===== src/design/pio_defs.svh =====
// constants for the three-port parallel i/o section
// Summary of operation
// - two byte ports and one six-bit port
// - each byte port is input or output only
// - handshake modes take bits 0-2 of six-bit port from general use, or all six with both ports strobed
// - registers decoded at i/o addresses 00 to 03
// - eight command latches, low four set modes
// - bits 4 and 5 enable strobe interrupts
// - bits 6 and 7 form timer command
// - command write at 00 accepted anytime
// - status bits 0-5 ports, bit 6 timer
// - status read at 00 allowed anytime
// - command bit 0 sets first port direction
// - command bit 1 sets second port direction
// - byte ports basic or strobed per alternate mode
// - command bits 2-3 pick four alternate modes
// - third mode: bits 0-2 first port handshake
`ifndef PIO_DEFS_SVH
`define PIO_DEFS_SVH
`define PIO_ADDR_CMD      2'h0
`define PIO_ADDR_PA       2'h1
`define PIO_ADDR_PB       2'h2
`define PIO_ADDR_PC       2'h3
`define PIO_CMD_RESET     8'h00
`define PIO_CMD_PA_DIR    0
`define PIO_CMD_PB_DIR    1
`define PIO_CMD_ALT_LO    2
`define PIO_CMD_IEN_A     4
`define PIO_CMD_IEN_B     5
`define PIO_CMD_TMR_LO    6
`define PIO_ST_INTR_A     0
`define PIO_ST_FULL_A     1
`define PIO_ST_IEN_A      2
`define PIO_ST_INTR_B     3
`define PIO_ST_FULL_B     4
`define PIO_ST_IEN_B      5
`define PIO_ST_TIMER      6
`endif


===== src/design/pio_pkg.sv =====
// types shared by the parallel i/o section
`default_nettype none
package pio_pkg;
   // alternate port mode of the six-bit port
   typedef enum logic [1:0] {
      PIO_ALT_IN  = 2'h0,
      PIO_ALT_OUT = 2'h1,
      PIO_ALT_HSA = 2'h2,
      PIO_ALT_HSB = 2'h3
   } pio_alt_t;
   // handshake channel state, one-hot
   typedef enum logic [1:0] {
      PIO_HS_IDLE = 2'b01,
      PIO_HS_FULL = 2'b10
   } pio_hs_t;
endpackage : pio_pkg
`default_nettype wire


===== src/design/pio_sync.sv =====
// two-flop synchroniser for a group of pin inputs
`default_nettype none
module pio_sync #(
   parameter int W = 8
) (
   // clock and reset
   input  wire logic         i_sys_clk,
   input  wire logic         i_sys_rst,
   // pins and synced copy
   input  wire logic [W-1:0] i_pin,
   output logic      [W-1:0] o_sync
);
   logic [W-1:0] meta_r;
   logic [W-1:0] sync_r;
   // first stage feeds only the second
   always_ff @(posedge i_sys_clk or posedge i_sys_rst) begin
      if (i_sys_rst) begin
         meta_r <= '0;
         sync_r <= '0;
      end else begin
         meta_r <= i_pin;
         sync_r <= meta_r;
      end
   end
   assign o_sync = sync_r;
endmodule : pio_sync
`default_nettype wire


===== src/design/pio_hs.sv =====
// strobe handshake channel for one byte-wide port
`default_nettype none
module pio_hs
   import pio_pkg::*;
(
   // clock and reset
   input  wire logic i_sys_clk,
   input  wire logic i_sys_rst,
   // control
   input  wire logic i_active,
   input  wire logic i_is_out,
   input  wire logic i_ien,
   input  wire logic i_strobe_n,
   input  wire logic i_cpu_acc,
   input  wire logic i_cpu_wr,
   // status
   output logic      o_full,
   output logic      o_intr
);
   pio_hs_t st_r, st_nxt;
   logic    intr_r, intr_nxt;
   logic    stb_d_r, stb_d_nxt;
   logic    stb_rise;
   assign stb_rise = i_strobe_n & ~stb_d_r;
   // input: strobe fills, cpu read empties; output: cpu write fills, strobe empties
   always_comb begin
      st_nxt    = st_r;
      intr_nxt  = intr_r;
      stb_d_nxt = i_strobe_n;
      if (!i_active) begin
         st_nxt   = PIO_HS_IDLE;
         intr_nxt = 1'b0;
      end else if (i_is_out) begin
         // a strobe landing with the write still raises its interrupt; the write refills
         if (i_cpu_acc && i_cpu_wr) begin
            st_nxt   = PIO_HS_FULL;
            intr_nxt = stb_rise & i_ien;
         end else if (stb_rise) begin
            st_nxt   = PIO_HS_IDLE;
            intr_nxt = i_ien;
         end
      end else begin
         // a strobe landing with the read wins over the clear
         if (stb_rise) begin
            st_nxt   = PIO_HS_FULL;
            intr_nxt = i_ien;
         end else if (i_cpu_acc && !i_cpu_wr) begin
            st_nxt   = PIO_HS_IDLE;
            intr_nxt = 1'b0;
         end
      end
      if (!i_ien) begin
         intr_nxt = 1'b0;
      end
   end
   always_ff @(posedge i_sys_clk or posedge i_sys_rst) begin
      if (i_sys_rst) begin
         st_r    <= PIO_HS_IDLE;
         intr_r  <= 1'b0;
         stb_d_r <= 1'b1;
      end else begin
         st_r    <= st_nxt;
         intr_r  <= intr_nxt;
         stb_d_r <= stb_d_nxt;
      end
   end
   assign o_full = (st_r == PIO_HS_FULL);
   assign o_intr = intr_r;
endmodule : pio_hs
`default_nettype wire


===== src/design/pio_port_section.sv =====
// three-port parallel i/o section with command and status registers
`include "pio_defs.svh"
`default_nettype none
module pio_port_section
   import pio_pkg::*;
(
   // clock and reset
   input  wire logic       i_sys_clk,
   input  wire logic       i_sys_rst,
   // cpu i/o access, one-cycle strobes
   input  wire logic [1:0] i_io_addr,
   input  wire logic       i_io_wr,
   input  wire logic       i_io_rd,
   input  wire logic [7:0] i_io_wdata,
   output logic      [7:0] o_io_rdata,
   output logic            o_io_rvalid,
   // first byte port pins
   input  wire logic [7:0] i_pa_pin,
   output logic      [7:0] o_pa_pin,
   output logic            o_pa_oe_n,
   // second byte port pins
   input  wire logic [7:0] i_pb_pin,
   output logic      [7:0] o_pb_pin,
   output logic            o_pb_oe_n,
   // six-bit port pins, per-bit enables
   input  wire logic [5:0] i_pc_pin,
   output logic      [5:0] o_pc_pin,
   output logic      [5:0] o_pc_oe_n,
   // timer side
   input  wire logic       i_timer_status,
   output logic      [1:0] o_timer_cmd
);
   ////////////////////////////////////////////////////////////////////////////
   // synchronised pins
   logic [7:0] pa_s;
   logic [7:0] pb_s;
   logic [5:0] pc_s;
   logic       tmr_s;
   pio_sync #(.W(8)) u_sync_a (
      .i_sys_clk (i_sys_clk),
      .i_sys_rst (i_sys_rst),
      .i_pin     (i_pa_pin),
      .o_sync    (pa_s)
   );
   pio_sync #(.W(8)) u_sync_b (
      .i_sys_clk (i_sys_clk),
      .i_sys_rst (i_sys_rst),
      .i_pin     (i_pb_pin),
      .o_sync    (pb_s)
   );
   pio_sync #(.W(7)) u_sync_c (
      .i_sys_clk (i_sys_clk),
      .i_sys_rst (i_sys_rst),
      .i_pin     ({i_timer_status, i_pc_pin}),
      .o_sync    ({tmr_s, pc_s})
   );
   ////////////////////////////////////////////////////////////////////////////
   // command register and data latches
   logic [7:0] cmd_r, cmd_nxt;
   logic [7:0] pa_out_r, pa_out_nxt;
   logic [7:0] pb_out_r, pb_out_nxt;
   logic [5:0] pc_out_r, pc_out_nxt;
   logic [7:0] pa_in_r, pa_in_nxt;
   logic [7:0] pb_in_r, pb_in_nxt;
   pio_alt_t   alt_mode;
   logic       pa_is_out;
   logic       pb_is_out;
   logic       hs_a_on;
   logic       hs_b_on;
   assign pa_is_out = cmd_r[`PIO_CMD_PA_DIR];
   assign pb_is_out = cmd_r[`PIO_CMD_PB_DIR];
   assign alt_mode  = pio_alt_t'(cmd_r[`PIO_CMD_ALT_LO +: 2]);
   // strobed mode for a byte port follows the six-bit port mode
   assign hs_a_on = (alt_mode == PIO_ALT_HSA) || (alt_mode == PIO_ALT_HSB);
   assign hs_b_on = (alt_mode == PIO_ALT_HSB);
   // strobe pins per port
   logic stb_a_n;
   logic stb_b_n;
   assign stb_a_n = hs_a_on ? pc_s[2] : 1'b1;
   assign stb_b_n = hs_b_on ? pc_s[5] : 1'b1;
   // cpu access qualified per port data register
   logic acc_a;
   logic acc_b;
   assign acc_a = (i_io_wr || i_io_rd) && (i_io_addr == `PIO_ADDR_PA);
   assign acc_b = (i_io_wr || i_io_rd) && (i_io_addr == `PIO_ADDR_PB);
   logic full_a, intr_a, full_b, intr_b;
   pio_hs u_hs_a (
      .i_sys_clk  (i_sys_clk),
      .i_sys_rst  (i_sys_rst),
      .i_active   (hs_a_on),
      .i_is_out   (pa_is_out),
      .i_ien      (cmd_r[`PIO_CMD_IEN_A]),
      .i_strobe_n (stb_a_n),
      .i_cpu_acc  (acc_a),
      .i_cpu_wr   (i_io_wr),
      .o_full     (full_a),
      .o_intr     (intr_a)
   );
   pio_hs u_hs_b (
      .i_sys_clk  (i_sys_clk),
      .i_sys_rst  (i_sys_rst),
      .i_active   (hs_b_on),
      .i_is_out   (pb_is_out),
      .i_ien      (cmd_r[`PIO_CMD_IEN_B]),
      .i_strobe_n (stb_b_n),
      .i_cpu_acc  (acc_b),
      .i_cpu_wr   (i_io_wr),
      .o_full     (full_b),
      .o_intr     (intr_b)
   );
   // register writes and input capture; strobed inputs latch on strobe low
   always_comb begin
      cmd_nxt    = cmd_r;
      pa_out_nxt = pa_out_r;
      pb_out_nxt = pb_out_r;
      pc_out_nxt = pc_out_r;
      pa_in_nxt  = (hs_a_on && stb_a_n) ? pa_in_r : pa_s;
      pb_in_nxt  = (hs_b_on && stb_b_n) ? pb_in_r : pb_s;
      if (i_io_wr) begin
         unique case (i_io_addr)
            `PIO_ADDR_CMD: cmd_nxt    = i_io_wdata;
            `PIO_ADDR_PA:  pa_out_nxt = i_io_wdata;
            `PIO_ADDR_PB:  pb_out_nxt = i_io_wdata;
            `PIO_ADDR_PC:  pc_out_nxt = i_io_wdata[5:0];
         endcase
      end
   end
   always_ff @(posedge i_sys_clk or posedge i_sys_rst) begin
      if (i_sys_rst) begin
         cmd_r    <= `PIO_CMD_RESET;
         pa_out_r <= 8'h00;
         pb_out_r <= 8'h00;
         pc_out_r <= 6'h00;
         pa_in_r  <= 8'h00;
         pb_in_r  <= 8'h00;
      end else begin
         cmd_r    <= cmd_nxt;
         pa_out_r <= pa_out_nxt;
         pb_out_r <= pb_out_nxt;
         pc_out_r <= pc_out_nxt;
         pa_in_r  <= pa_in_nxt;
         pb_in_r  <= pb_in_nxt;
      end
   end
   ////////////////////////////////////////////////////////////////////////////
   // status word
   logic [6:0] status;
   always_comb begin
      status                  = 7'h00;
      status[`PIO_ST_INTR_A]  = intr_a;
      status[`PIO_ST_FULL_A]  = full_a;
      status[`PIO_ST_IEN_A]   = cmd_r[`PIO_CMD_IEN_A];
      status[`PIO_ST_INTR_B]  = intr_b;
      status[`PIO_ST_FULL_B]  = full_b;
      status[`PIO_ST_IEN_B]   = cmd_r[`PIO_CMD_IEN_B];
      status[`PIO_ST_TIMER]   = tmr_s;
   end
   ////////////////////////////////////////////////////////////////////////////
   // six-bit port pin map per alternate mode
   logic [5:0] pc_drv, pc_oe_n, pc_rd;
   always_comb begin
      pc_drv  = pc_out_r;
      pc_oe_n = 6'h3f;
      pc_rd   = pc_s;
      unique case (alt_mode)
         PIO_ALT_IN: begin
            pc_oe_n = 6'h3f;
         end
         PIO_ALT_OUT: begin
            pc_oe_n = 6'h00;
            pc_rd   = pc_out_r;
         end
         PIO_ALT_HSA: begin
            // bits 3-5 stay plain outputs for the board options
            pc_drv  = {pc_out_r[5:3], 1'b1, ~full_a, intr_a};
            pc_oe_n = 6'h04;
            pc_rd   = {pc_out_r[5:3], pc_s[2], full_a, intr_a};
         end
         PIO_ALT_HSB: begin
            pc_drv  = {1'b1, ~full_b, intr_b, 1'b1, ~full_a, intr_a};
            pc_oe_n = 6'h24;
            pc_rd   = {pc_s[5], full_b, intr_b, pc_s[2], full_a, intr_a};
         end
      endcase
   end
   ////////////////////////////////////////////////////////////////////////////
   // read data mux; port-c writes with both ports strobed only update the latch
   logic [7:0] rd_nxt;
   always_comb begin
      rd_nxt = 8'h00;
      unique case (i_io_addr)
         `PIO_ADDR_CMD: rd_nxt = {1'b0, status};
         `PIO_ADDR_PA:  rd_nxt = pa_is_out ? pa_out_r : pa_in_r;
         `PIO_ADDR_PB:  rd_nxt = pb_is_out ? pb_out_r : pb_in_r;
         `PIO_ADDR_PC:  rd_nxt = {2'h0, pc_rd};
      endcase
   end
   // registered outputs
   always_ff @(posedge i_sys_clk or posedge i_sys_rst) begin
      if (i_sys_rst) begin
         o_io_rdata  <= 8'h00;
         o_io_rvalid <= 1'b0;
         o_pa_pin    <= 8'h00;
         o_pa_oe_n   <= 1'b1;
         o_pb_pin    <= 8'h00;
         o_pb_oe_n   <= 1'b1;
         o_pc_pin    <= 6'h00;
         o_pc_oe_n   <= 6'h3f;
         o_timer_cmd <= 2'h0;
      end else begin
         o_io_rdata  <= i_io_rd ? rd_nxt : 8'h00;
         o_io_rvalid <= i_io_rd;
         o_pa_pin    <= pa_out_r;
         o_pa_oe_n   <= ~pa_is_out;
         o_pb_pin    <= pb_out_r;
         o_pb_oe_n   <= ~pb_is_out;
         o_pc_pin    <= pc_drv;
         o_pc_oe_n   <= pc_oe_n;
         o_timer_cmd <= cmd_r[`PIO_CMD_TMR_LO +: 2];
      end
   end
endmodule : pio_port_section
`default_nettype wire


===== config.mk =====
export PLATFORM = sky130hd
export DESIGN_NAME = pio_port_section
export DESIGN_NICKNAME = d
export VERILOG_FILES = /design/src/design/pio_pkg.sv /design/src/design/pio_sync.sv /design/src/design/pio_hs.sv /design/src/design/pio_port_section.sv
export VERILOG_INCLUDE_DIRS = /design/src /design/src/design
export SDC_FILE = /design/constraint.sdc
export NUM_CORES = 1
export LEC_CHECK = 0
export BUFFER_PORTS_ARGS = -buffer_cell sky130_fd_sc_hd__buf_2
export CAP_MARGIN = 20
export CORE_UTILIZATION = 40
export CTS_CLUSTER_DIAMETER = 50
export DETAILED_ROUTE_END_ITERATION = 16
export GPL_ROUTABILITY_DRIVEN = 0
export HOLD_SLACK_MARGIN = 0.1
export PLACE_DENSITY = 0.6
export SLEW_MARGIN = 20
export SYNTH_ARGS = -nofsm -noshare
export SYNTH_HDL_FRONTEND = slang
export SYNTH_SLANG_ARGS = --single-unit

===== constraint.sdc =====
create_clock -name i_sys_clk -period 4.8 [get_ports i_sys_clk]
set_input_delay 0.48 -clock i_sys_clk [delete_from_list [all_inputs] [get_ports i_sys_clk]]
set_output_delay 0.48 -clock i_sys_clk [all_outputs]
set_load 0.01 [all_outputs]

==> Word-level counts from Yosys, hierarchy flattened <==
Index checks and enable logic that the tools add are counted.
Widths: inputs -> output; s select.
{ "totals": {"regBits": 141, "inputBits": 37, "word_cells": 109} }
{ "op_classes": {"n_eq_ne": 16, "mux": 35, "bitwise": 10, "n_reduce_logical": 21} }
{ "ops": {"columns": ["cell", "n"], "rows": [
  ["$pmux 8 s4", 1],
  ["$mux 2", 12],
  ["$mux 8", 3],
  ["$pmux 6 s4", 1],
  ["$ne 5x3->1 const B", 4],
  ["$pmux 6 s3", 1],
  ["$mux 1", 16],
  ["$ne 4x2->1 const B", 4],
  ["$reduce_and 2->1", 8],
  ["$eq 2x2->1 const B", 6],
  ["$pmux 6 s2", 1],
  ["$logic_and 1x1->1", 8],
  ["$not 1->1", 6],
  ["$and 1x1->1", 4],
  ["$eq 2x1->1 const B", 2],
  ["$logic_not 2->1", 2],
  ["$logic_or 1x1->1", 2],
  ["$logic_not 1->1", 1]
]} }

==> Logic depth before layout (Yosys ltp) <==
Gate-level depths: netlist (run 1).
{ "depth": {"word_depth": 9, "ltp_mapped": 7, "ltp_nobuf": 6} }

==> By module <==
Synthesis (run 1) repeated with hierarchy kept, for this count alone.
{ "unflattened": {"hier_cells": 329, "hier_area_um2": 4972.3} }
{ "by_module_without_submodules": {"columns": ["module", "n_inst", "cells_per_inst", "area_per_inst_um2", "seq_area_each_um2"], "rows": [
  ["pio_port_section", 1, 240, 3379.5, 2108.3],
  ["pio_sync at u_sync_a ...", 2, 17, 404.1, 400.4],
  ["pio_hs", 2, 20, 215.2, 102.6],
  ["pio_sync at u_sync_c", 1, 15, 354.1, 350.3]
]} }

==> Worst setup path after synthesis (run 1) <==
OpenSTA, ideal clock, no wires.
{ "synth_path": {"path_kind": "register -> register", "startpoint": "register cmd_r[2]", "endpoint": "register o_io_rdata[1]", "t_arrival_ns": 1.638, "setup_slack_ns": 3.030, "stages_incl_launch_ff": 8, "path_buffers": 1, "period_less_slack_ns": 1.770, "cell_sequence": "dfrtp_1 > inv_1 > ha_1 > or2_1 > buf_2 > a221oi_2 > nor2_1 > or3_1"} }
{ "synth_via": {"elab_chain_len": 4, "word_cells_on_any_way": 6} }
{ "synth_lines": {"columns": ["element", "line_no", "rtl"], "rows": [
  ["start: declaration", "pio_port_section.sv:59", "logic [7:0] cmd_r, cmd_nxt;"],
  ["start signal: assignment", "pio_port_section.sv:130", "cmd_r <= `PIO_CMD_RESET;"],
  ["start signal: assignment", "pio_port_section.sv:137", "cmd_r <= cmd_nxt;"],
  ["$eq 2x2->1 or $eq 2x1->1 (tied branches)", "pio_port_section.sv:165", "unique case (alt_mode)"],
  ["$pmux 6 s3 *", "pio_port_section.sv:165", null],
  ["$pmux 8 s4 *", "pio_port_section.sv:191", "unique case (i_io_addr)"],
  ["$mux 8 *", "pio_port_section.sv:211", "o_io_rdata <= i_io_rd ? rd_nxt : 8'h00;"],
  ["end signal: assignment", "pio_port_section.sv:211", null],
  ["end: declaration", "pio_port_section.sv:15", "output logic [7:0] o_io_rdata,"]
]} }
Every way passes the cells marked *; elsewhere a longest branch is shown, timed or not.
A chain may end at the register's enable or synchronous reset.

==> Worst setup path in the final report (run 1) <==
{ "layout_path": {"startpoint": "register cmd_r[3]", "endpoint": "register pa_in_r[2]"} }
{ "layout_via": {"elab_chain_len": 4, "word_cells_on_any_way": 5} }
{ "layout_lines": {"columns": ["element", "line_no", "rtl"], "rows": [
  ["$eq 2x2->1", "pio_port_section.sv:74", "assign hs_a_on = (alt_mode == PIO_ALT_HSA) || (alt_mode == PIO_ALT_HSB);"],
  ["$logic_or 1x1->1 *", "pio_port_section.sv:74", null],
  ["$mux 1", "pio_port_section.sv:79", "assign stb_a_n = hs_a_on ? pc_s[2] : 1'b1;"],
  ["$logic_and 1x1->1 *", "pio_port_section.sv:117", "pa_in_nxt = (hs_a_on && stb_a_n) ? pa_in_r : pa_s;"],
  ["end signal: assignment", "pio_port_section.sv:141", "pa_in_r <= pa_in_nxt;"],
  ["end: declaration", "pio_port_section.sv:63", "logic [7:0] pa_in_r, pa_in_nxt;"]
]} }
Marks and branches as above.

==> results of run 1 <==
## Yosys cell counts
| master | count | area share |
|---|---|---|
| nand2_1 | 19 | 0.014 |
| nand3b_1 | 1 | 0.0015 |
| a41oi_1 | 1 | 0.0018 |
| dfstp_2 | 9 | 0.048 |
| o22ai_1 | 3 | 0.0038 |
| a31oi_1 | 3 | 0.0038 |
| o2111ai_1 | 1 | 0.0018 |
| a21o_1 | 1 | 0.0015 |
| buf_2 | 9 | 0.0091 |
| a211o_1 | 1 | 0.0018 |
| o21a_1 | 2 | 0.0030 |
| and2_1 | 2 | 0.0025 |
| dfrtp_1 | 129 | 0.65 |
| nand3_1 | 3 | 0.0030 |
| and3_1 | 1 | 0.0013 |
| a221oi_2 | 1 | 0.0030 |
| o2bb2ai_1 | 2 | 0.0035 |
| or2_2 | 1 | 0.0013 |
| o21ai_0 | 21 | 0.021 |
| nor3b_2 | 1 | 0.0025 |
| o211ai_1 | 1 | 0.0015 |
| mux2_2 | 45 | 0.10 |
| a21oi_1 | 10 | 0.010 |
| a211oi_1 | 4 | 0.0061 |
| ha_1 | 6 | 0.015 |
| nand2b_1 | 7 | 0.0089 |
| clkbuf_1 | 2 | 0.0015 |
| buf_1 | 1 | 0.00076 |
| nor2b_1 | 6 | 0.0076 |
| o31ai_1 | 3 | 0.0046 |
| nor2_1 | 9 | 0.0068 |
| a2bb2oi_1 | 2 | 0.0035 |
| inv_1 | 11 | 0.0083 |
| or3_1 | 2 | 0.0025 |
| buf_4 | 3 | 0.0046 |
| mux2i_1 | 14 | 0.028 |
| or2_1 | 1 | 0.0013 |
| a22o_1 | 1 | 0.0018 |
| nor3b_1 | 2 | 0.0030 |
## logic make-up (layout without fill, tap and decap cells)
family          count (synthesis)  after routing
simple gates                   55             55
flops                         138            138
compound gates                 57             57
buf+inv                        26            121
fa+ha+maj                       6              6
mux                            59             59
## cell type report
type                            instances  share of cell area
Sequential cell                       138              0.5732
Multi-Input combinational cell        177              0.2254
Clock buffer                           19             0.07328
Timing Repair Buffer                   78             0.06500
Tap cell                              147             0.03043
Clock inverter                         13             0.02505
Inverter                               11            0.007659
## through the flow
stage	std cells	util	power, mW	area [um^2]	worst slack [ns]
after global placement	551	0.4538	1.788	5450	2.856
after floorplan	341	-	1.645	4947	0.6387
after CTS	583	0.5032	3.106	6045	2.798
after detailed placement	551	0.4538	1.796	5450	2.826
after global routing	583	0.5032	3.211	6045	2.673
final	583	0.5032	3.060	6045	2.800
## per-layer routing
metal,vias up,global-route usage
met1,1486,0.2301
met3,20,0.06374
met5,-,0
li1,1339,-
met4,0,0.07544
met2,101,0.2642
## power groups by stage
| stage | Clock (mW) | Combinational, mW | Sequential [mW] |
|---|---|---|---|
| 6_report | 1.29 | 0.372 | 1.40 |
| 5_1_grt | 1.38 | 0.410 | 1.42 |
| 4_1_cts | 1.33 | 0.378 | 1.40 |
| 3_5_place_dp | 0 | 0.375 | 1.42 |
| 3_3_place_gp | 0 | 0.371 | 1.42 |
| 2_1_floorplan | 0 | 0.225 | 1.42 |
## worst min path at each step
stage / endpoint / slack [ns] / cells after the start
5_1_grt: u_sync_a.meta_r[7]$_DFF_PP0_ / 0.14 / 1
4_1_cts: u_sync_a.meta_r[5]$_DFF_PP0_ / 0.14 / 1
3_5_place_dp: u_sync_a.o_sync[6]$_DFF_PP0_ / 0.33 / 0
2_1_floorplan: u_sync_a.o_sync[0]$_DFF_PP0_ / 0.33 / 0
6_report: u_sync_a.meta_r[5]$_DFF_PP0_ / 0.17 / 1
3_3_place_gp: u_sync_a.o_sync[5]$_DFF_PP0_ / 0.33 / 0
==> summary.md, run 1 <==
| Metric | Value |
|---|---|
| FF-to-FF End | pa_in_r[2]$_DFFE_PP0N_ |
| RSZ-0062 raised after global routing | false |
| All-Layer GR Usage | 0.1757 |
| Row cnt | 40 |
| Clock power frac | 0.421 |
| Largest net degree at the start of global routing | around 100 |
| Tcrit/Tclk final | 0.4166 |
| Clk slew on worst S/H paths | ~0.06 ns |
| Core area | 0.01201 mm^2 |
| Final WL | 9.852 mm |
| Area Overhead vs Synth | 22.18% |
| CP Class | reg2reg |
| Buffers & Inverters on Critical Path | 0 |
| Initial antenna violation count | 0 |
| First-pass GRT wire length | approximately 16 mm |
| Number of I/O port buffers | 77 |
| CTS root buf | clkbuf_16 |
| Mapped cell area | around 0.0049 mm^2 |
| CTS Sinks | approximately 140 |
| Synth Area in Simple Gates | 0.05665 |
| Layout cell share with drive strength beyond 1 | 0.3830 |
| Worst-Skew Late Latency | ~0.42 ns |
| WP depth | 4 |
| Post-CTS resize count | 0 |
| Post-CTS Hold Buffers | 0 |
| Max-slew headroom | 0.4172 |
| Net Sw Frac | 0.2451 |
| Filler Cell Count | between 1,000 and 1,500 |
| 1st-pass router iterations | 4 |
| Met1 WL | 4.410 mm |
| Fin. Hold Viols | 0 |
| Final TNS setup | 0 ns |
| Largest family of logic cells by synthesized area | multiplexers |
| Crit path DAT | around 2.3 ns |
| Synth Register Bits | around 140 |
| Final Slew Violations | 0 |
| Register area share after synthesis | 0.7003 |
| Drt drc | 0 |
| Met3 wire len | between 500 and 600 um |
| Sequential share of power | 0.458 |
| Die width | 113.2 um |
| Top Ports | 78 |
| Final hold slack | between 0.15 and 0.2 ns |
| Worst R2R Setup Slack | 2.80 ns |
| Leak | ~2.8 nW |
| Slowest-stage cell, CP | dfrtp_1 |
| Worst Hold Class | in2reg |
| Avg WL per Cell | around 17 um |
| Crit end category | flip-flop |
| Clock buffer depth | 2 |
| Worst path max stage delay | between 0.4 and 0.5 ns |
| Adder-cell area share of the yosys netlist | 0.01517 |
| Reg2Reg Depth | 4 |
| Post-DRT Antenna Nets | 0 |
| H-tree Lvls | 4 |
| Int Pwr | about 2.3 mW |
| PwrDens | 506.2 mW/mm^2 |
| Count of final setup violators | 0 |
| Achievable Freq | 500.1 MHz |
| Switch Pwr | about 750 uW |
| Postcts setup bufs | 0 |
| Vias per inst | between 5 and 6 |
| Area of the multi-input gates | around 0.0014 mm^2 |
| Diodes inserted | 0 |
| Max Used Layer | met4 |
| Vias | 2,946 |
| Met2 Wirelength | about 4.7 mm |
| Crit path max-delay family | simple AND/OR/NAND/NOR gates |
| Initial drt markers | between 100 and 150 |
| Mux share of post-synthesis cell area | 0.1308 |
| Global route overflow | 0 |
| Measured slew at the worst slew-check pin | between 0.8 and 0.9 ns |
| Starting density of the core | 0.4119 |
| Reg area | ~0.0035 mm^2 |
| Clk_skew | ~0.0039 ns |
| Post-synthesis compound-gate area fraction | 0.07284 |
| Reg-to-Reg Start | cmd_r[3]$_DFFE_PP0P_ |
| Status | finished clean |
| Critical Path Sink | pa_in_r[2]$_DFFE_PP0N_ |
| Syn nets | approximately 380 |
| CTS tree | yes |
| Leading cell type in the layout, fill and taps excluded | dfrtp_1 |
| Final layout net count | about 470 |
| Clock period minus worst slack | 2.000 ns |
| Worst hold start | i_pa_pin[5] |
| Xor/xnor share of the synthesized area | 0 |
| Max-cap violations | 0 |
| Worst-path maximum fanout | 14 |
| CP required | a little over 5 ns |
| Final HPWL from detailed placement | a little under 7 mm |
| Die H | around 110 um |
| Die Area | between 0.01 and 0.015 mm^2 |
| CP startpoint | cmd_r[3]$_DFFE_PP0P_ |
| Cell Chain, Critical Path | ha_1 -> or2_1 -> nand2_1 -> mux2_2 |
| Syn Inst Count | 341 |
| Warnings, synthesis | 0 |
| Worst Setup Start Kind | flip-flop |
| Combinational power share | 0.121 |
| VDD IR max | 0.0002595 V |
| Num CTS Buffers | 17 |
| Mean Syn Cell Area | ~15 um^2 |
| Yosys cell types | 39 |
| Vias in the first global route | approximately 3,100 |
| Most frequent cells in the layout | 129 x dfrtp_1, 77 x buf_2, 45 x mux2_2 |
Power figures use the tool's default switching activity.
==> inputs of run 2 (changes only) <==
==> constraint.sdc (replaced) <==
create_clock -name i_sys_clk -period 2.1 [get_ports i_sys_clk]
set_input_delay 0.21 -clock i_sys_clk [delete_from_list [all_inputs] [get_ports i_sys_clk]]
set_output_delay 0.21 -clock i_sys_clk [all_outputs]
set_load 0.01 [all_outputs]
==> summary.md, run 2 (same netlist as run 1, synthesis figures left out) <==
| Metric | Value |
|---|---|
| VDD IR max | 0.0006058 V (+130%) |
| Max-cap violations | 0 (unchanged) |
| Vias | 2,964 (+0.61%) |
| Place WS | 0.1910 ns (-2.635 ns) |
| CP required | 2.39 ns (-2.71 ns) |
| RSZ-0062 raised after global routing | false |
| Final instance area | 0.006391 mm^2 (+5.7%) |
| Slowest-stage cell, CP | dfrtp_1 |
| Fin cells | 614 (+5.3%) |
| Layout cell share with drive strength beyond 1 | 0.3597 (-0.02328) |
| Most frequent cells in the layout | 129 x dfrtp_1, 77 x buf_2, 45 x mux2_2 |
| Clk slew on worst S/H paths | 0.06 ns (about the same) |
| Final layout net count | 498 (+6.9%) |
| Status | finished clean |
| Cell Chain, Critical Path | inv_1 -> ha_1 -> or2_1 -> nand2_1 -> mux2_2 |
| Crit end category | flip-flop |
| Final WL | 9.983 mm (+1.3%) |
| First-pass GRT wire length | 15.95 mm (-1.8%) |
| Clock period minus worst slack | 1.917 ns (-0.08286 ns) |
| Total placed instance area | 0.005524 mm^2 (+1.4%) |
| Clk_skew | 0.008094 ns (+0.004205 ns) |
| Achievable Freq | 521.7 MHz (+4.3%) |
| Max-slew headroom | 0.5605 (+0.1433) |
| Vias per inst | 4.827 (-4.5%) |
| Final Total Pwr | 7.066 mW (+130%) |
| Final Util | 0.5321 (+0.02885) |
| Diodes inserted | 0 (unchanged) |
| Post-DRT Antenna Nets | 0 (unchanged) |
| Starting density of the core | 0.4119 (unchanged) |
| All-Layer GR Usage | 0.1739 (-0.001842) |
| Final TNS setup | 0 ns (unchanged) |
| Num CTS Buffers | 17 (unchanged) |
| Filler Cell Count | 1,023 (-3.9%) |
| Largest net degree at the start of global routing | 58 (-44%) |
| Global route overflow | 0 (unchanged) |
| Die H | 113.2 um (unchanged) |
| Row cnt | 40 (unchanged) |
| Count of final setup violators | 0 (unchanged) |
| Leak | 2.911 nW (+5.2%) |
| Worst-Skew Late Latency | 0.41 ns (about the same) |
| Avg WL per Cell | 16.26 um (-3.8%) |
| CTS root buf | clkbuf_16 |
| Drt drc | 0 (unchanged) |
| Clock buffer depth | 2 (unchanged) |
| Fin. Hold Viols | 0 (unchanged) |
| Die Area | 0.01282 mm^2 (unchanged) |
| CP Class | reg2reg |
| Number of I/O port buffers | 77 (unchanged) |
| Final hold slack | 0.1112 ns (-0.05395 ns) |
| CTS Sinks | 138 (unchanged) |
| Vias in the first global route | 3,034 (-1.1%) |
| Postcts setup bufs | 0 (unchanged) |
| Worst-path maximum fanout | 8 (-6) |
| Dpl cells | 556 (+0.91%) |
| Area Overhead vs Synth | 29.19% |
| Tcrit/Tclk final | 0.9128 (+0.4962) |
| Worst Setup Start Kind | flip-flop |
| H-tree Lvls | 4 (unchanged) |
| Final Slew Violations | 0 (unchanged) |
| Top Ports | 78 (unchanged) |
| Measured slew at the worst slew-check pin | 0.6578 ns (-0.2164 ns) |
| CTS tree | yes |
| Final HPWL from detailed placement | 6.877 mm (+0.97%) |
| 1st-pass router iterations | 4 (unchanged) |
| Worst path max stage delay | 0.40 ns (-0.03 ns) |
| Worst Hold Class | in2reg |
| PwrDens | 1106 mW/mm^2 (+120%) |
| Worst Setup Slack, final | 0.1832 ns (-2.617 ns) |
| Initial drt markers | 122 (+9.9%) |
| Leading cell type in the layout, fill and taps excluded | dfrtp_1 |
| Die width | 113.2 um (unchanged) |
| Initial antenna violation count | 0 (unchanged) |
| Crit path DAT | 2.21 ns (-0.09 ns) |
| Core area | 0.01201 mm^2 (unchanged) |
==> run 2: report_power, final <==
group	switching [mW]	internal, mW	leakage, nW
Sequential	0.191	3.01	1.63
Clock	1.02	1.95	0.286
Combinational	0.462	0.436	0.993
==> run 2: worst paths after layout <==
check / start / cells past startpoint / end / slack (ns)
setup reg to reg: cmd_r[2]$_DFFE_PP0P_ / 5 / pa_in_r[2]$_DFFE_PP0N_ / 0.18
max in group asynchronous: i_sys_rst / 4 / o_pb_oe_n$_DFF_PP1_ / 0.94
min in group asynchronous: i_sys_rst / 3 / o_io_rdata[5]$_DFF_PP0_ / 0.45
hold reg to reg: u_sync_a.meta_r[2]$_DFF_PP0_ / 0 / u_sync_a.o_sync[2]$_DFF_PP0_ / 0.34
setup / recovery: cmd_r[2]$_DFFE_PP0P_ / 5 / pa_in_r[2]$_DFFE_PP0N_ / 0.18
hold / removal: i_io_wdata[4] / 2 / pc_out_r[4]$_DFFE_PP0P_ / 0.11
==> run 2: repair_timing <==
action | 4_1_cts | 5_1_grt
resized for setup | 0 | 0
setup endpoints to repair | 0 | 0
endpoints found under the hold margin | 50 | 0
hold buffers | 27 | 0
==> run 2: per-layer routing <==
layer  vias up  track usage  part of all wire
met5         -            0                 0
met4         0      0.08684             0.020
met3        13      0.05142             0.046
met2        82       0.2728              0.48
met1      1457       0.2206              0.45
li1       1412            -                 -
==> run 2: area by class of cell <==
cell class,count,area (um^2),share of cell area
clock buffer,24,481.7,0.07537
clock inverter,7,115.1,0.01801
inverter,11,45.04,0.007048
multi-input combinational,177,1363,0.2132
sequential,138,3465,0.5421
tap,147,183.9,0.02878
timing repair buffer,110,738.2,0.1155
==> run 2: worst max-delay path, delay by kind of cell (launching register included) <==
family	cells	cell delay, ns
simple gates	2	0.64
buf+inv	1	0.11
mux	1	0.39
fa+ha+maj	1	0.27
flops	1	0.40
==> inputs of run 3 (changes only) <==
--- a/config.mk
+++ b/config.mk
@@ -8,12 +8,12 @@
 export LEC_CHECK = 0
 export BUFFER_PORTS_ARGS = -buffer_cell sky130_fd_sc_hd__buf_2
 export CAP_MARGIN = 20
-export CORE_UTILIZATION = 40
+export CORE_UTILIZATION = 35
 export CTS_CLUSTER_DIAMETER = 50
 export DETAILED_ROUTE_END_ITERATION = 16
 export GPL_ROUTABILITY_DRIVEN = 0
 export HOLD_SLACK_MARGIN = 0.1
-export PLACE_DENSITY = 0.6
+export PLACE_DENSITY = 0.54
 export SLEW_MARGIN = 20
 export SYNTH_ARGS = -nofsm -noshare
 export SYNTH_HDL_FRONTEND = slang
==> summary.md, run 3 (same netlist as run 1, synthesis figures left out) <==
| Metric | Value |
|---|---|
| Status | finished clean |
| Worst Setup Start Kind | flip-flop |
| Largest net degree at the start of global routing | 74 (+28%) |
| Diodes inserted | 0 (unchanged) |
| Tcrit/Tclk final | 0.9128 (about the same) |
| Vias per inst | 4.622 (-4.3%) |
| Worst hold start | i_io_wdata[0] |
| Max-slew headroom | 0.6420 (+0.08147) |
| Achievable Freq | 521.7 MHz (about the same) |
| VDD IR max | 0.0006020 V (-0.63%) |
| Cell Chain, Critical Path | inv_1 -> ha_1 -> or2_1 -> a221oi_2 -> nor2_1 -> or3_1 |
| Clock period minus worst slack | 1.917 ns (+0.00002100 ns) |
| Worst Setup Slack, final | 0.1832 ns (-0.00002100 ns) |
| Reg area | 0.003465 mm^2 (unchanged) |
| Final TNS setup | 0 ns (unchanged) |
| Measured slew at the worst slew-check pin | 0.5370 ns (-0.1208 ns) |
| Final Total Pwr | 7.134 mW (+0.97%) |
| Max-cap violations | 0 (unchanged) |
| Avg WL per Cell | 16.16 um (-0.60%) |
| CTS Sinks | 138 (unchanged) |
| Final Slew Violations | 0 (unchanged) |
| Slowest-stage cell, CP | dfrtp_1 |
| Crit path max-delay family | simple AND/OR/NAND/NOR gates |
| CTS root buf | clkbuf_16 |
| Crit path DAT | 2.20 ns (about the same) |
| Global route overflow | 0 (unchanged) |
| Filler Cell Count | 1,206 (+18%) |
| PwrDens | 1108 mW/mm^2 (+0.22%) |
| Fin. Hold Viols | 0 (unchanged) |
| Top Ports | 78 (unchanged) |
| Final instance area | 0.006439 mm^2 (+0.74%) |
| Row cnt | 43 (+7.5%) |
| Die H | 120.9 um (+6.8%) |
| Area of the multi-input gates | 0.001363 mm^2 (unchanged) |
| Reg-to-Reg Start | cmd_r[2]$_DFFE_PP0P_ |
| CP startpoint | cmd_r[2]$_DFFE_PP0P_ |
| Clk slew on worst S/H paths | 0.06 ns (about the same) |
| Clk_skew | 0.01153 ns (+0.003432 ns) |
| Postcts setup bufs | 0 (unchanged) |
| Crit end category | flip-flop |
| Post-DRT Antenna Nets | 0 (unchanged) |
| Vias in the first global route | 3,071 (+1.2%) |
| Worst Hold Class | in2reg |
| Leak | 2.917 nW (+0.19%) |
| All-Layer GR Usage | 0.1616 (-0.01229) |
| H-tree Lvls | 4 (unchanged) |
| Final hold slack | 0.1188 ns (+0.007572 ns) |
| Final HPWL from detailed placement | 7.211 mm (+4.9%) |
| Layout cell share with drive strength beyond 1 | 0.3654 (+0.005642) |
| Worst-Skew Late Latency | 0.42 ns (about the same) |
| Num CTS Buffers | 17 (unchanged) |
| Final WL | 10.47 mm (+4.9%) |
| Initial antenna violation count | 0 (unchanged) |
| Total placed instance area | 0.005553 mm^2 (+0.52%) |
| CP Class | reg2reg |
| Leading cell type in the layout, fill and taps excluded | dfrtp_1 |
| 1st-pass router iterations | 4 (unchanged) |
| Vias | 2,995 (+1.0%) |
| Number of I/O port buffers | 77 (unchanged) |
| Count of final setup violators | 0 (unchanged) |
| Place WS | 0.1902 ns (-0.0007990 ns) |
| Drt drc | 0 (unchanged) |
| Area Overhead vs Synth | 30.15% |
| Worst-path maximum fanout | 6 (-2) |
| Starting density of the core | 0.3578 (-0.05408) |
| Clock buffer depth | 2 (unchanged) |
| Most frequent cells in the layout | 129 x dfrtp_1, 77 x buf_2, 45 x mux2_2 |
| Die width | 120.9 um (+6.8%) |
| Final layout net count | 498 (unchanged) |
| Post-CTS resize count | 0 (unchanged) |
| RSZ-0062 raised after global routing | false |
| Core area | 0.01383 mm^2 (+15%) |
| Worst path max stage delay | 0.40 ns (about the same) |
| CTS tree | yes |
| First-pass GRT wire length | 17.08 mm (+7.1%) |
| CP required | 2.39 ns (about the same) |
| Buffers & Inverters on Critical Path | 1 (unchanged) |
| Initial drt markers | 143 (+17%) |
| Die Area | 0.01461 mm^2 (+14%) |
## run 3: area by class of cell
cell class	instances	area share
inverters	11	0.006996
well taps	180	0.03498
clock inverters	10	0.02196
repair buffers	110	0.1127
clock buffers	22	0.07365
flip-flops and latches	138	0.5381
multi-input cells	177	0.2116
## run 3: metrics by stage
| stage | std cells | utilization |
|---|---|---|
| final | 648 | 0.4657 |
| after global routing | 648 | 0.4657 |
| after CTS | 648 | 0.4657 |
| after detailed placement | 589 | 0.4016 |
| after global placement | 589 | 0.4016 |
| after floorplan | 341 | - |
## run 3: what timing repair did
action	in CTS	in global routing
setup endpoints to repair	0	0
hold buffers	27	0
endpoints found under the hold margin	159	0
## run 3: report_power, final
part | internal [mW] | total (mW) | switching, mW
clock network | 1.96 | 3.03 | 1.06
registers | 3.01 | 3.20 | 0.192
logic | 0.436 | 0.907 | 0.471
total | 5.41 | 7.13 | 1.73
## run 3: worst min-delay path, stage by stage
cell and delay, ns:
buf_2 0.16, nand2_1 0.06, o21ai_0 0.06
## run 3: routing by layer
metal | global-route usage | wire length (um) | vias to the layer above
li1 | - | - | 1407
met1 | 0.2108 | 4714 | 1477
met2 | 0.2450 | 4943 | 88
met3 | 0.04699 | 500 | 23
met4 | 0.08102 | 315 | 0
met5 | 0 | 0 | -
## run 3: path summary, 6_finish.rpt
check                                          endpoint  slack (ns)  cells past startpoint
min in group asynchronous      o_timer_cmd[0]$_DFF_PP0_        0.47                      4
min                                cmd_r[0]$_DFFE_PP0P_        0.12                      3
max                             o_io_rdata[1]$_DFF_PP0_        0.18                      6
max reg2reg                     o_io_rdata[1]$_DFF_PP0_        0.18                      6
min reg2reg                u_sync_b.o_sync[6]$_DFF_PP0_        0.34                      0
max in group asynchronous        o_pc_oe_n[4]$_DFF_PP1_        1.26                      4
